**src/design/pmmr_pkg.sv**
```systemverilog
// Package with register map, field layout and reset values of the monitor register bank
package pmmr_pkg;
   localparam logic [7:0]  CMD_ADC_CONFIG    = 8'hD0;
   localparam logic [7:0]  CMD_SHUNT_RESULT  = 8'hD1;
   localparam logic [7:0]  CMD_ALERT_MASK    = 8'hD2;
   localparam logic [7:0]  CMD_CALIBRATION   = 8'hD4;
   localparam logic [7:0]  CMD_DEV_CONFIG    = 8'hD5;
   localparam logic [7:0]  CMD_CLEAR_EIN     = 8'hD6;
   localparam logic [7:0]  CMD_CLEAR_FAULTS  = 8'h03;
   localparam logic [7:0]  CMD_STATUS_FLAGS  = 8'h80;
   localparam logic [7:0]  CMD_CURRENT       = 8'h8C;
   localparam logic [7:0]  CMD_POWER         = 8'h96;
   localparam logic [7:0]  CMD_ENERGY        = 8'h86;
   localparam logic [7:0]  CMD_SAMPLE_COUNT  = 8'h87;

   localparam logic [15:0] ADC_CONFIG_RST    = 16'h4127;
   localparam logic [15:0] ADC_CONFIG_WMASK  = 16'h0FFF;
   localparam logic [7:0]  ALERT_MASK_RST    = 8'hF0;
   localparam logic [15:0] CAL_RST           = 16'h0001;
   localparam logic [15:0] CAL_WMASK         = 16'h7FFF;
   localparam logic [7:0]  DEV_CONFIG_RST    = 8'h02;
   localparam logic [15:0] ZERO16            = 16'h0000;

   localparam int MODE_LSB   = 0;
   localparam int AVG_LSB    = 9;
   localparam int DC_STATUS  = 7;
   localparam int DC_ACC_LSB = 4;
   localparam int DC_FILT    = 3;
   localparam int DC_AUTOCLR = 2;
   localparam int DC_LATCH   = 1;
   localparam int DC_ALERT_POLARITY    = 0;
   localparam int SIGN_BIT   = 15;
   localparam int CAL_SHIFT  = 11;
   localparam int PWR_SHIFT  = 16;

   localparam logic [1:0]  ACC_POS_ONLY = 2'h1;
   localparam logic [1:0]  ACC_NEG_ONLY = 2'h2;
   localparam logic [1:0]  MODE_LOW_ZERO = 2'h0;

   typedef enum logic [1:0] {
      PMMR_IDLE = 2'b00,
      PMMR_RUN  = 2'b01,
      PMMR_HOLD = 2'b11
   } pmmr_conv_state_t;
endpackage

```
**src/design/pmmr_conv_if.sv**
```systemverilog
// Interface between the register bank and the conversion sequencer
`timescale 1ns/1ps
`default_nettype none
interface pmmr_conv_if;
   logic [2:0]  mode;
   logic [2:0]  avg_sel;
   logic        trigger;
   logic [15:0] shunt_result;
   logic [15:0] bus_result;
   logic        set_done;
   modport ctrl (input mode, input avg_sel, input trigger, output shunt_result, output bus_result, output set_done);
   modport regs (output mode, output avg_sel, output trigger, input shunt_result, input bus_result, input set_done);
endinterface
`default_nettype wire

```
**src/design/pmmr_conv_ctrl.sv**
```systemverilog
// Conversion sequencer: operating mode decode, averaging and result holding
`timescale 1ns/1ps
`default_nettype none
module pmmr_conv_ctrl (
   input  wire logic          clk,
   input  wire logic          rstn,
   pmmr_conv_if.ctrl          cif,
   input  wire logic          adc_shunt_valid,
   input  wire logic [15:0]   adc_shunt_data,
   input  wire logic          adc_bus_valid,
   input  wire logic [15:0]   adc_bus_data,
   output logic               adc_shunt_en,
   output logic               adc_bus_en
);
   pmmr_pkg::pmmr_conv_state_t state_reg;
   logic [10:0]        cnt_reg;
   logic signed [26:0] shunt_sum_reg;
   logic signed [26:0] bus_sum_reg;
   logic [15:0]        shunt_result_reg;
   logic [15:0]        bus_result_reg;
   logic               set_done_reg;
   logic               want_shunt;
   logic               want_bus;
   logic               set_edge;
   logic               set_last;
   logic signed [26:0] shunt_add;

   function automatic logic is_shutdown(input logic [2:0] m);
      is_shutdown = (m[1:0] == pmmr_pkg::MODE_LOW_ZERO);
   endfunction

   function automatic logic [3:0] avg_shift(input logic [2:0] a);
      case (a)
         3'h0: avg_shift = 4'h0;
         3'h1: avg_shift = 4'h2;
         3'h2: avg_shift = 4'h4;
         3'h3: avg_shift = 4'h6;
         3'h4: avg_shift = 4'h7;
         3'h5: avg_shift = 4'h8;
         3'h6: avg_shift = 4'h9;
         default: avg_shift = 4'hA;
      endcase
   endfunction

   // Mode low bits select channels: bit0 shunt, bit1 bus
   assign want_shunt = cif.mode[0];
   assign want_bus   = cif.mode[1];
   // A set step completes on the last enabled channel of the pair
   assign set_edge = (state_reg == pmmr_pkg::PMMR_RUN) && (want_bus ? adc_bus_valid : adc_shunt_valid);
   assign set_last = (cnt_reg == 11'((12'h001 << avg_shift(cif.avg_sel)) - 12'h001));
   // Only a shunt sample present in this cycle joins the closing sum; a bus sample may close the set
   assign shunt_add = adc_shunt_valid ? 27'(signed'(adc_shunt_data)) : 27'h0;

   always_ff @(posedge clk or negedge rstn) begin
      if (!rstn) begin
         state_reg <= pmmr_pkg::PMMR_RUN;
      end else if (is_shutdown(cif.mode)) begin
         state_reg <= pmmr_pkg::PMMR_IDLE;
      end else if (cif.mode[2]) begin
         state_reg <= pmmr_pkg::PMMR_RUN;
      end else begin
         case (state_reg)
            pmmr_pkg::PMMR_RUN: begin
               if (cif.trigger) begin
                  state_reg <= pmmr_pkg::PMMR_RUN;
               end else if (set_edge && set_last) begin
                  state_reg <= pmmr_pkg::PMMR_HOLD;
               end
            end
            default: begin
               if (cif.trigger) begin
                  state_reg <= pmmr_pkg::PMMR_RUN;
               end
            end
         endcase
      end
   end

   always_ff @(posedge clk or negedge rstn) begin
      if (!rstn) begin
         adc_shunt_en <= 1'b0;
         adc_bus_en   <= 1'b0;
      end else begin
         adc_shunt_en <= (state_reg == pmmr_pkg::PMMR_RUN) && want_shunt && !is_shutdown(cif.mode);
         adc_bus_en   <= (state_reg == pmmr_pkg::PMMR_RUN) && want_bus && !is_shutdown(cif.mode);
      end
   end

   // Averaging: sums restart with a new set or on a trigger write
   always_ff @(posedge clk or negedge rstn) begin
      if (!rstn) begin
         cnt_reg          <= '0;
         shunt_sum_reg    <= '0;
         bus_sum_reg      <= '0;
         shunt_result_reg <= pmmr_pkg::ZERO16;
         bus_result_reg   <= pmmr_pkg::ZERO16;
         set_done_reg     <= 1'b0;
      end else begin
         set_done_reg <= 1'b0;
         if (cif.trigger || state_reg != pmmr_pkg::PMMR_RUN) begin
            cnt_reg       <= '0;
            shunt_sum_reg <= '0;
            bus_sum_reg   <= '0;
         end else begin
            if (adc_shunt_valid && want_shunt) begin
               shunt_sum_reg <= shunt_sum_reg + 27'(signed'(adc_shunt_data));
            end
            if (adc_bus_valid && want_bus) begin
               bus_sum_reg <= bus_sum_reg + 27'(signed'(adc_bus_data));
            end
            if (set_edge) begin
               if (set_last) begin
                  cnt_reg       <= '0;
                  shunt_sum_reg <= '0;
                  bus_sum_reg   <= '0;
                  set_done_reg  <= 1'b1;
                  if (want_shunt) begin
                     shunt_result_reg <= 16'((shunt_sum_reg + shunt_add)
                                         >>> avg_shift(cif.avg_sel));
                  end
                  if (want_bus) begin
                     bus_result_reg <= 16'((bus_sum_reg + 27'(signed'(adc_bus_data)))
                                       >>> avg_shift(cif.avg_sel));
                  end
               end else begin
                  cnt_reg <= cnt_reg + 11'h001;
               end
            end
         end
      end
   end

   assign cif.shunt_result = shunt_result_reg;
   assign cif.bus_result   = bus_result_reg;
   assign cif.set_done     = set_done_reg;
endmodule
`default_nettype wire

```
**src/design/pmmr_top.sv**
```systemverilog
// Maker-specific register bank of the power monitor: commands, scaling, accumulator and alert
// Function
// Mode 1xx nonzero low pair converts continuously
// Mode 0xx nonzero low pair runs triggered conversions
// Modes 000 and 100 power down
// Triggered mode converts one set per write
// Shunt result is 16-bit two's complement
// Averaging enabled shows averaged shunt value
// Shunt count is 2.5 uV, 7FFF full scale
// Shunt read returns direct format only
// Set mask bit blocks status bit from alert
// Mask order: ready, overflow, POR, comm, warnings
// Mask resets to F0
// Calibration 15 bits, resets to one
// Calibration scales current and power results
// Device config byte resets to 02
// Latch bit: zero transparent, one latched
// Polarity bit inverts alert output
// Auto-clear read clears accumulator and count
// Accumulate mode 01 sums positive-current samples
`timescale 1ns/1ps
`default_nettype none
module pmmr_top (
   input  wire logic          clk,
   input  wire logic          rstn,
   input  wire logic [7:0]    cmd_code,
   input  wire logic          cmd_wr,
   input  wire logic          cmd_rd,
   input  wire logic [15:0]   cmd_wdata,
   output logic [15:0]        cmd_rdata,
   output logic               cmd_rvalid,
   input  wire logic          adc_shunt_valid,
   input  wire logic [15:0]   adc_shunt_data,
   input  wire logic          adc_bus_valid,
   input  wire logic [15:0]   adc_bus_data,
   input  wire logic [7:0]    status_events,
   output logic               adc_shunt_en,
   output logic               adc_bus_en,
   output logic               input_filter_disable,
   output logic               alert_pin
);
   pmmr_conv_if cif ();

   logic [15:0]        adc_config_reg;
   logic [7:0]         alert_source_mask_reg;
   logic [15:0]        scale_calibration_reg;
   logic [7:0]         device_behaviour_config_reg;
   logic [7:0]         vendor_status_flags_reg;
   logic               trigger_reg;
   logic signed [15:0] current_result_reg;
   logic signed [15:0] power_result_reg;
   logic               power_valid_reg;
   logic [23:0]        energy_accum_reg;
   logic [23:0]        sample_count_reg;
   logic [7:0]         alert_src;
   logic               alert_active;
   logic               energy_read;
   logic               accum_clear;
   logic               accum_take;
   logic               mismatch;
   logic signed [31:0] cur_prod;
   logic signed [31:0] pwr_prod;

   function automatic logic wr_hit(input logic [7:0] code, input logic wr, input logic [7:0] target);
      wr_hit = wr && (code == target);
   endfunction

   pmmr_conv_ctrl u_conv (
      .clk             (clk),
      .rstn            (rstn),
      .cif             (cif.ctrl),
      .adc_shunt_valid (adc_shunt_valid),
      .adc_shunt_data  (adc_shunt_data),
      .adc_bus_valid   (adc_bus_valid),
      .adc_bus_data    (adc_bus_data),
      .adc_shunt_en    (adc_shunt_en),
      .adc_bus_en      (adc_bus_en)
   );

   assign cif.mode    = adc_config_reg[pmmr_pkg::MODE_LSB +: 3];
   assign cif.avg_sel = adc_config_reg[pmmr_pkg::AVG_LSB +: 3];
   assign cif.trigger = trigger_reg;

   // Configuration writes
   always_ff @(posedge clk or negedge rstn) begin
      if (!rstn) begin
         adc_config_reg <= pmmr_pkg::ADC_CONFIG_RST;
         trigger_reg    <= 1'b0;
      end else begin
         trigger_reg <= wr_hit(cmd_code, cmd_wr, pmmr_pkg::CMD_ADC_CONFIG);
         if (wr_hit(cmd_code, cmd_wr, pmmr_pkg::CMD_ADC_CONFIG)) begin
            adc_config_reg <= (pmmr_pkg::ADC_CONFIG_RST & ~pmmr_pkg::ADC_CONFIG_WMASK)
                              | (cmd_wdata & pmmr_pkg::ADC_CONFIG_WMASK);
         end
      end
   end

   always_ff @(posedge clk or negedge rstn) begin
      if (!rstn) begin
         alert_source_mask_reg <= pmmr_pkg::ALERT_MASK_RST;
      end else if (wr_hit(cmd_code, cmd_wr, pmmr_pkg::CMD_ALERT_MASK)) begin
         alert_source_mask_reg <= cmd_wdata[7:0];
      end
   end

   always_ff @(posedge clk or negedge rstn) begin
      if (!rstn) begin
         scale_calibration_reg <= pmmr_pkg::CAL_RST;
      end else if (wr_hit(cmd_code, cmd_wr, pmmr_pkg::CMD_CALIBRATION)) begin
         scale_calibration_reg <= cmd_wdata & pmmr_pkg::CAL_WMASK;
      end
   end

   // Sign-mismatch flag is set by hardware; a set wins over a host write
   always_ff @(posedge clk or negedge rstn) begin
      if (!rstn) begin
         device_behaviour_config_reg <= pmmr_pkg::DEV_CONFIG_RST;
      end else begin
         if (wr_hit(cmd_code, cmd_wr, pmmr_pkg::CMD_DEV_CONFIG)) begin
            device_behaviour_config_reg <= cmd_wdata[7:0];
         end
         if (mismatch) begin
            device_behaviour_config_reg[pmmr_pkg::DC_STATUS] <= 1'b1;
         end
      end
   end

   always_ff @(posedge clk or negedge rstn) begin
      if (!rstn) begin
         input_filter_disable <= 1'b0;
      end else begin
         input_filter_disable <= device_behaviour_config_reg[pmmr_pkg::DC_FILT];
      end
   end

   // Scaling of current and power by the calibration value
   // Shunt result is signed: extend its sign so negative readings give negative current
   assign cur_prod = 32'(signed'(cif.shunt_result)) * 32'(signed'({1'b0, scale_calibration_reg[14:0]}));
   assign pwr_prod = 32'(current_result_reg) * 32'(signed'({1'b0, cif.bus_result[14:0]}));

   always_ff @(posedge clk or negedge rstn) begin
      if (!rstn) begin
         current_result_reg <= '0;
         power_result_reg   <= '0;
         power_valid_reg    <= 1'b0;
      end else begin
         power_valid_reg <= cif.set_done;
         current_result_reg <= 16'(cur_prod >>> pmmr_pkg::CAL_SHIFT);
         if (cif.set_done) begin
            power_result_reg <= 16'(pwr_prod >>> pmmr_pkg::PWR_SHIFT);
         end
      end
   end

   // Energy accumulator
   assign energy_read = cmd_rd && (cmd_code == pmmr_pkg::CMD_ENERGY);
   assign accum_clear = wr_hit(cmd_code, cmd_wr, pmmr_pkg::CMD_CLEAR_EIN)
                        || (energy_read && device_behaviour_config_reg[pmmr_pkg::DC_AUTOCLR]);
   assign accum_take  =
      (device_behaviour_config_reg[pmmr_pkg::DC_ACC_LSB +: 2] == pmmr_pkg::ACC_POS_ONLY) ?
         !current_result_reg[pmmr_pkg::SIGN_BIT] :
      (device_behaviour_config_reg[pmmr_pkg::DC_ACC_LSB +: 2] == pmmr_pkg::ACC_NEG_ONLY) ?
         current_result_reg[pmmr_pkg::SIGN_BIT] : 1'b1;
   assign mismatch = power_valid_reg && !accum_take;

   always_ff @(posedge clk or negedge rstn) begin
      if (!rstn) begin
         energy_accum_reg <= '0;
         sample_count_reg <= '0;
      end else if (accum_clear) begin
         energy_accum_reg <= '0;
         sample_count_reg <= '0;
      end else if (power_valid_reg) begin
         sample_count_reg <= sample_count_reg + 24'h000001;
         if (accum_take) begin
            energy_accum_reg <= energy_accum_reg + 24'(power_result_reg);
         end
      end
   end

   // Status flags and alert
   always_ff @(posedge clk or negedge rstn) begin
      if (!rstn) begin
         vendor_status_flags_reg <= '0;
      end else if (wr_hit(cmd_code, cmd_wr, pmmr_pkg::CMD_CLEAR_FAULTS)) begin
         vendor_status_flags_reg <= status_events | {cif.set_done, 7'h00};
      end else begin
         vendor_status_flags_reg <= vendor_status_flags_reg | status_events | {cif.set_done, 7'h00};
      end
   end

   assign alert_src = device_behaviour_config_reg[pmmr_pkg::DC_LATCH] ?
                      vendor_status_flags_reg : (status_events | {cif.set_done, 7'h00});
   assign alert_active = |(alert_src & ~alert_source_mask_reg);

   always_ff @(posedge clk or negedge rstn) begin
      if (!rstn) begin
         alert_pin <= 1'b1;
      end else begin
         alert_pin <= !alert_active ^ device_behaviour_config_reg[pmmr_pkg::DC_ALERT_POLARITY];
      end
   end

   // Read data path: answer one cycle after the read strobe
   always_ff @(posedge clk or negedge rstn) begin
      if (!rstn) begin
         cmd_rdata  <= pmmr_pkg::ZERO16;
         cmd_rvalid <= 1'b0;
      end else begin
         cmd_rvalid <= cmd_rd;
         if (cmd_rd) begin
            case (cmd_code)
               pmmr_pkg::CMD_ADC_CONFIG:   cmd_rdata <= adc_config_reg;
               pmmr_pkg::CMD_SHUNT_RESULT: cmd_rdata <= cif.shunt_result;
               pmmr_pkg::CMD_ALERT_MASK:   cmd_rdata <= {8'h00, alert_source_mask_reg};
               pmmr_pkg::CMD_CALIBRATION:  cmd_rdata <= scale_calibration_reg;
               pmmr_pkg::CMD_DEV_CONFIG:   cmd_rdata <= {8'h00, device_behaviour_config_reg};
               pmmr_pkg::CMD_STATUS_FLAGS: cmd_rdata <= {8'h00, vendor_status_flags_reg};
               pmmr_pkg::CMD_CURRENT:      cmd_rdata <= current_result_reg;
               pmmr_pkg::CMD_POWER:        cmd_rdata <= power_result_reg;
               pmmr_pkg::CMD_ENERGY:       cmd_rdata <= energy_accum_reg[15:0];
               pmmr_pkg::CMD_SAMPLE_COUNT: cmd_rdata <= sample_count_reg[15:0];
               default:                    cmd_rdata <= pmmr_pkg::ZERO16;
            endcase
         end
      end
   end
endmodule
`default_nettype wire

```
**config.mk**
```make
export PLATFORM = sky130hd
export DESIGN_NAME = pmmr_top
export DESIGN_NICKNAME = d
export VERILOG_FILES = /design/src/design/pmmr_pkg.sv /design/src/design/pmmr_conv_if.sv /design/src/design/pmmr_conv_ctrl.sv /design/src/design/pmmr_top.sv
export SDC_FILE = /design/constraint.sdc
export NUM_CORES = 2
export LEC_CHECK = 0
export BUFFER_PORTS_ARGS = -buffer_cell sky130_fd_sc_hd__buf_2
export CORE_UTILIZATION = 45
export CTS_BUF_LIST = sky130_fd_sc_hd__clkbuf_4 sky130_fd_sc_hd__clkbuf_8
export DETAILED_ROUTE_END_ITERATION = 12
export HOLD_SLACK_MARGIN = 0.05
export PLACE_DENSITY = 0.72
export SLEW_MARGIN = 30
export SYNTH_ARGS = -nofsm -noshare
export SYNTH_HDL_FRONTEND = slang
export SYNTH_SLANG_ARGS = --single-unit
export TNS_END_PERCENT = 50
```
**constraint.sdc**
```tcl
create_clock -name clk -period 10.05 [get_ports clk]
set_input_delay 1.005 -clock clk [delete_from_list [all_inputs] [get_ports clk]]
set_output_delay 1.005 -clock clk [all_outputs]
set_load 0.02 [all_outputs]
```
== After elaboration in Yosys (flattened, before gate mapping) ==
Cells that the tools add are included.

* Register bits after elaboration: 253
* Latch bits: 0
* RAM bits: 0
* Bits in read-only memories: 0
* Input bits: 70
* Output and inout port bits: 21
* Logic and storage cells: 146
* Memories kept: 0

* Add/subtract/negate cells: 7
* Multiply operators: 2
* Divide/modulo/power cells: 0
* Order comparisons: 0
* Equality and inequality tests: 23
* Shift operators: 3
* Muxes and demuxes: 43
* Bitwise logic cells: 7
* Reduce and logical (&&, ||, !) cells: 36

{| class="wikitable"
|+ Operators with widths
! cell !! count
|-
| 2-to-1 mux 27 bit || 9
|-
| case mux 16 bit (10 select lines) || 1
|-
| 2-to-1 mux 24 bit || 5
|-
| == test 8 bit, second input constant || 11
|-
| adder 27 x 16 -> 27 bit || 2
|-
| 2-to-1 mux 11 bit || 3
|-
| multiplier 16 x 16 -> 32 bit || 1
|-
| 2-to-1 mux 4 bit || 8
|-
| case mux 4 bit (7 select lines) || 1
|-
| adder 27 bit || 1
|-
| multiplier 16 x 16 -> 27 bit || 1
|-
| >>> shifter 27 x 4 -> 15 bit || 1
|-
| >>> shifter 27 x 4 -> 16 bit || 1
|-
| adder 24 x 1 -> 24 bit, second input constant || 1
|-
| adder 24 bit || 1
|-
| 2-to-1 mux 8 bit || 3
|-
| bitwise OR 8 bit || 3
|-
| logical AND 1 bit || 17
|-
| 2-to-1 mux 2 bit || 6
|-
| adder 11 x 1 -> 11 bit, second input constant || 1
|-
| == test 11 bit || 1
|-
| << shifter 1 x 4 -> 11 bit, first input constant || 1
|-
| subtractor 11 x 1 -> 11 bit, second input constant || 1
|-
| == test 3 bit, second input constant || 3
|-
| 20 further kinds || 38
|}

== Depth between registers and ports, before layout ==
* Depth after elaboration: 11
* Mapped depth: 26
* Mapped depth without buffers: 24

== Modules after synthesis ==
From an unflattened synthesis, not the netlist that was laid out.

* Cell total of the unflattened synthesis: 3859
* Area total of the unflattened synthesis: 33661.0 µm²

{| class="wikitable"
|+ Modules (own cells, without submodules)
! module !! instances !! cells an instance !! area an instance (µm²) !! seq. area each (µm²)
|-
| pmmr_top || 1 || 2480 || 23413.7 || 3418.3
|-
| pmmr_conv_ctrl || 1 || 1379 || 10247.3 || 2503.7
|}

== Least setup slack after synthesis ==
No wires, ideal clock.

* Path kind: register to register
* From: reg u_conv.bus_result_reg[7] (netlist: u_conv.cif.bus_result[7])
* To: reg power_result_reg[8]
* Setup time: 125 ps
* Arrival time: 6139 ps
* Required time: 9925 ps
* Setup slack: 3787 ps
* Stages on the path, launching flop included: 25
* Path buffers: 2
* Clock period less this slack: 6263 ps
* Path through: dfrtp_1 -> clkbuf_1 -> clkbuf_1 -> nand2_1 -> fa_1 -> inv_1 -> fa_1 -> inv_1 -> fa_1 -> inv_1 -> fa_1 -> fa_1 -> inv_1 -> fa_1 -> inv_1 -> ha_1 -> o21ai_0 -> o21a_1 -> or3_1 -> a211oi_1 -> o21ai_0 -> o21bai_1 -> a21oi_1 -> xnor2_1 -> mux2_2

* Word-level cells in the longest chain between the ends: 1

{| class="wikitable"
|+ RTL lines
! what !! RTL line !! text
|-
| start: declaration || pmmr_conv_ctrl.sv:20 || <nowiki>logic [15:0] bus_result_reg;</nowiki>
|-
| start signal: assignment || pmmr_conv_ctrl.sv:96 || <nowiki>bus_result_reg <= pmmr_pkg::ZERO16;</nowiki>
|-
| start signal: assignment || pmmr_conv_ctrl.sv:122 || <nowiki>bus_result_reg <= 16'((bus_sum_reg + 27'(signed'(adc_bus_data)))</nowiki>
|-
| multiplier 16 x 16 -> 32 bit || pmmr_top.sv:139 || <nowiki>assign pwr_prod = 32'(current_result_reg) * 32'(signed'({1'b0, cif.bus_result[14:0]}));</nowiki>
|-
| end signal: assignment || pmmr_top.sv:150 || <nowiki>power_result_reg <= 16'(pwr_prod >>> pmmr_pkg::PWR_SHIFT);</nowiki>
|-
| end: declaration || pmmr_top.sv:51 || <nowiki>logic signed [15:0] power_result_reg;</nowiki>
|}

No other way between the ends.
A chain may end at the register's enable or synchronous reset.

== Final worst setup path ==
* From: reg current_result_reg[7]
* To: reg power_result_reg[8]

* Word-level cells in the longest chain between the ends: 1

{| class="wikitable"
|+ RTL lines
! what !! RTL line !! text
|-
| start: declaration || pmmr_top.sv:50 || <nowiki>logic signed [15:0] current_result_reg;</nowiki>
|-
| start signal: assignment || pmmr_top.sv:148 || <nowiki>current_result_reg <= 16'(cur_prod >>> pmmr_pkg::CAL_SHIFT);</nowiki>
|-
| multiplier 16 x 16 -> 32 bit || pmmr_top.sv:139 ||
|}

No other way between the ends.

==> impl_results.md <==
- Layout fillers: 7011
- Area growth, synth to finish: 6.767%
- DR vias/cell: 5.723
- FF+latch count, synth: 234
- Status: finished, final reports clean
- CTS max path bufs: 3
- TritonCTS clock tree: built
- Syn_area_per_cell: 8.807 sq um
- Layout cell share with drive strength beyond 1: 8.580%
- Maximum fanout along the worst path: 16
- Largest net degree at the start of global routing: 136
- Clock Pin Slew Worst Setup and Hold Paths: 60 ps
- Reg2Reg Setup Slack: 2730 ps
- Post-CTS Setup Inserts: 0
- Slew @ Worst Pin: 962.8 ps
- Sequential cell area fraction in the yosys report: 17.28%
- Ys Warns: 0
- First-pass DRT Iterations: 7
- Placed cell areas: 35210 sq um
- H-tree levels: 2
- PD cells: 85.18 nW/um^2
- Period utilization: 72.80%
- Global-route wire length before repair: approximately 150000 microns
- Initial antenna violation count: 2
- Worst Path Buf+Inv: 5
- Net Count, Synth: about 4600
- Final instance area: between 30000 and 40000 sq um
- # Max-Cap Violations: 0
- Die H: 276.8 microns
- Startpoint types: flip-flop
- Reg2reg path depth: 22
- Critical path class: reg2reg
- Post_cts resized: 0
- FF+latch area: 5874 sq um
- Netlist cell types: 99
- Final hold vios: 0
- Worst Setup End Kind: flip-flop
- Synthesized netlist cell count: 3859
- Post-synth top area cell: fa_1
- Peak supply drop: a little over 0.08 mV
- Clk_lat worst skew: approximately 670 ps
- Die area: 76630 sq um
- TritonCTS Buffers: 44
- # setup viols final: 0
- Fin. max-slew vios: 0
- CP max-delay cell: dfrtp_1
- Final GP Congestion: 0.9402
- Area contributors post-synth: fa_1 (27%), dfrtp_1 (16%), ha_1 (8.9%)
- R2R Path Start: current_result_reg[7]
- Max reg flops: 26
- Clock root buffer: clkbuf_8
- Reg-to-reg endpoint: power_result_reg[8]
- Die W: 276.8 microns
- Synth top area share: 26.86%
- Number of routed nets with antenna violations: 0
- Number of enable flip-flop cells after synthesis: 0
- Num ports: 91
- FP Rows: 100
- Synth Flop Type: dfrtp_1
- Vias in the first global route: ~29000
- Iteration-0 DRC count of the detailed router: 2290
- Crit path launch: current_result_reg[7]
- Post-layout minimum cycle time: 7316 ps
- Relative slew margins: 35.81%
- Crit-path cells: nand2_1, fa_1, inv_1, fa_1, inv_1, fa_1, inv_1, fa_1, fa_1, inv_1, fa_1, inv_1, ha_1, o21ai_0, o21a_1, or3_1, a211oi_1, o21ai_0, o21bai_1, a21oi_1, xnor2_1, mux2_2
- Highest clock rate: 136.7 MHz
- # DRC: 0
- Initial Util: 45.58%
- Post-synthesis async set-or-reset flop share: 100.0%
- Mapped Area: 33990 sq um
- Final WL: about 92000 microns
- Final nets: 4613
- Most used cell, CP: fa_1
- Critical Path RT: 10550 ps
- Via count: 27760
- P_leak: 17.67 nW
- I/O Buffers: 89
- Tot GR Track Use: 24.66%
- Global route total overflow: 0
- Sink Count: 234
- CP peak stage delay: ~970 ps
- Dpl hpwl: 68930 microns
- Area of the multi-input gates: 25240 sq um
- Worst clock skew: 65.78 ps
- Core area: 74570 sq um
- Wirelength per Cell: 19.06 microns
- TNS Setup: 0 ps
- Largest delay share family, worst path: adder cells
- CP Capture Point: power_result_reg[8]
- Hold Buf Count CTS: 0
- CP Depth: 22
- Crit path arrival time: around 7800 ps
- RSZ-0062 raised after global routing: false
- HP Class: in2async
## per-layer routing
layer  track usage (%)  wire length [microns]  up-vias
li1                  -                      -    12710
met1             32.55                  39330    13800
met4             7.707                   2903        4
met2             40.48                  42770     1047
met3             5.180                   7453      199
met5                 0                     22        -
## power breakdown
part           leakage (nW)  switching [mW]  internal [mW]  total [mW]
clock network         0.548           0.488          0.665        1.15
registers              2.99          0.0615          0.997        1.06
logic                  14.1           0.564          0.315       0.879
total                  17.7            1.11           1.98        3.09
## cells in the final DEF (no fill, tap or decap), drive strengths merged, types with 20 or more instances in the layout
cell and count:
a211oi 44, a21o 55, a21oi 177, a221oi 21, a22oi 32, a31oi 25, and2 267, and3 33
buf 123, clkbuf 59, dfrtp 221, fa 456, ha 242, inv 578, mux2 55, mux2i 26
nand2 468, nand3 51, nand4 23, nor2 213, nor3 56, o211ai 30, o21a 20, o21ai 125
or3 20, xnor2 81, xor2 52
## worst register-to-register path, delay by kind of cell, from the launching register on
| family | cells | cell delay, ps |
|---|---|---|
| DFF | 1 | 970 |
| muxes | 1 | 260 |
| xor gates and xnor gates | 1 | 130 |
| buffers and inverters | 5 | 240 |
| AOI/OAI and AO/OA | 6 | 1800 |
| adders and majority gates | 7 | 3240 |
| and+or+nand+nor | 2 | 550 |
## worst min path at each step
stage / end / slack, ps
finish: u_conv.shunt_sum_reg[16] / 430
global route: input_filter_disable / 440
CTS: u_conv.shunt_sum_reg[16] / 430
detailed placement: input_filter_disable / 410
global placement: input_filter_disable / 410
floorplan: input_filter_disable / 370
## cell usage after synthesis (all sizes together) (7+ instances only)
library cell	instances
xnor2	81
a22oi	32
o2111ai	9
nor3b	7
nand2	468
o21bai	14
clkbuf	149
or2	17
xor2	52
buf	34
o311ai	11
and2	267
nor2	213
and3	33
o211ai	30
or3	20
and4	8
o31ai	17
a21oi	177
dfstp	13
o22ai	19
o211a	8
a221oi	21
dfrtp	221
o21a	20
mux2i	26
a211o	12
mux2	55
a31oi	25
fa	456
nand4	23
nand3	51
a211oi	44
nor3	56
inv	576
a222oi	9
nor2b	18
a22o	17
o21ai	125
nand2b	16
nor4	16
ha	242
a21o	55
## cells by family after synthesis
family / count (synthesis) / synth area share [%]
xor+xnor: 133 / 3.494
simple gates: 1236 / 17.68
compound gates: 711 / 14.32
fa+ha+maj: 698 / 35.77
other cells: 1 / 0.01103
buf+inv: 761 / 8.593
mux: 85 / 2.853
flops: 234 / 17.28
## final cells by class
type | count | share of cell area [%]
inverters | 578 | 5.979
diodes | 1 | 0.006896
well taps | 969 | 3.341
clock buffers | 59 | 2.134
clock inverters | 23 | 0.8069
flip-flops and latches | 234 | 16.19
repair buffers | 123 | 1.993
multi-input cells | 2864 | 69.55
## stage by stage
step	cells	hold slack, ps	util (%)	power, mW	worst slack [ps]
2_1_floorplan	3859	369.1	-	1.689	3787
4_1_cts	4850	425.1	48.64	3.094	2727
5_1_grt	4850	436.2	48.66	3.236	2366
3_3_place_gp	4768	410.0	47.20	1.922	2829
3_5_place_dp	4768	412.6	47.21	1.936	2756
6_report	4851	425.5	48.66	3.091	2734
No activity file was read; power rests on OpenSTA's default activity.
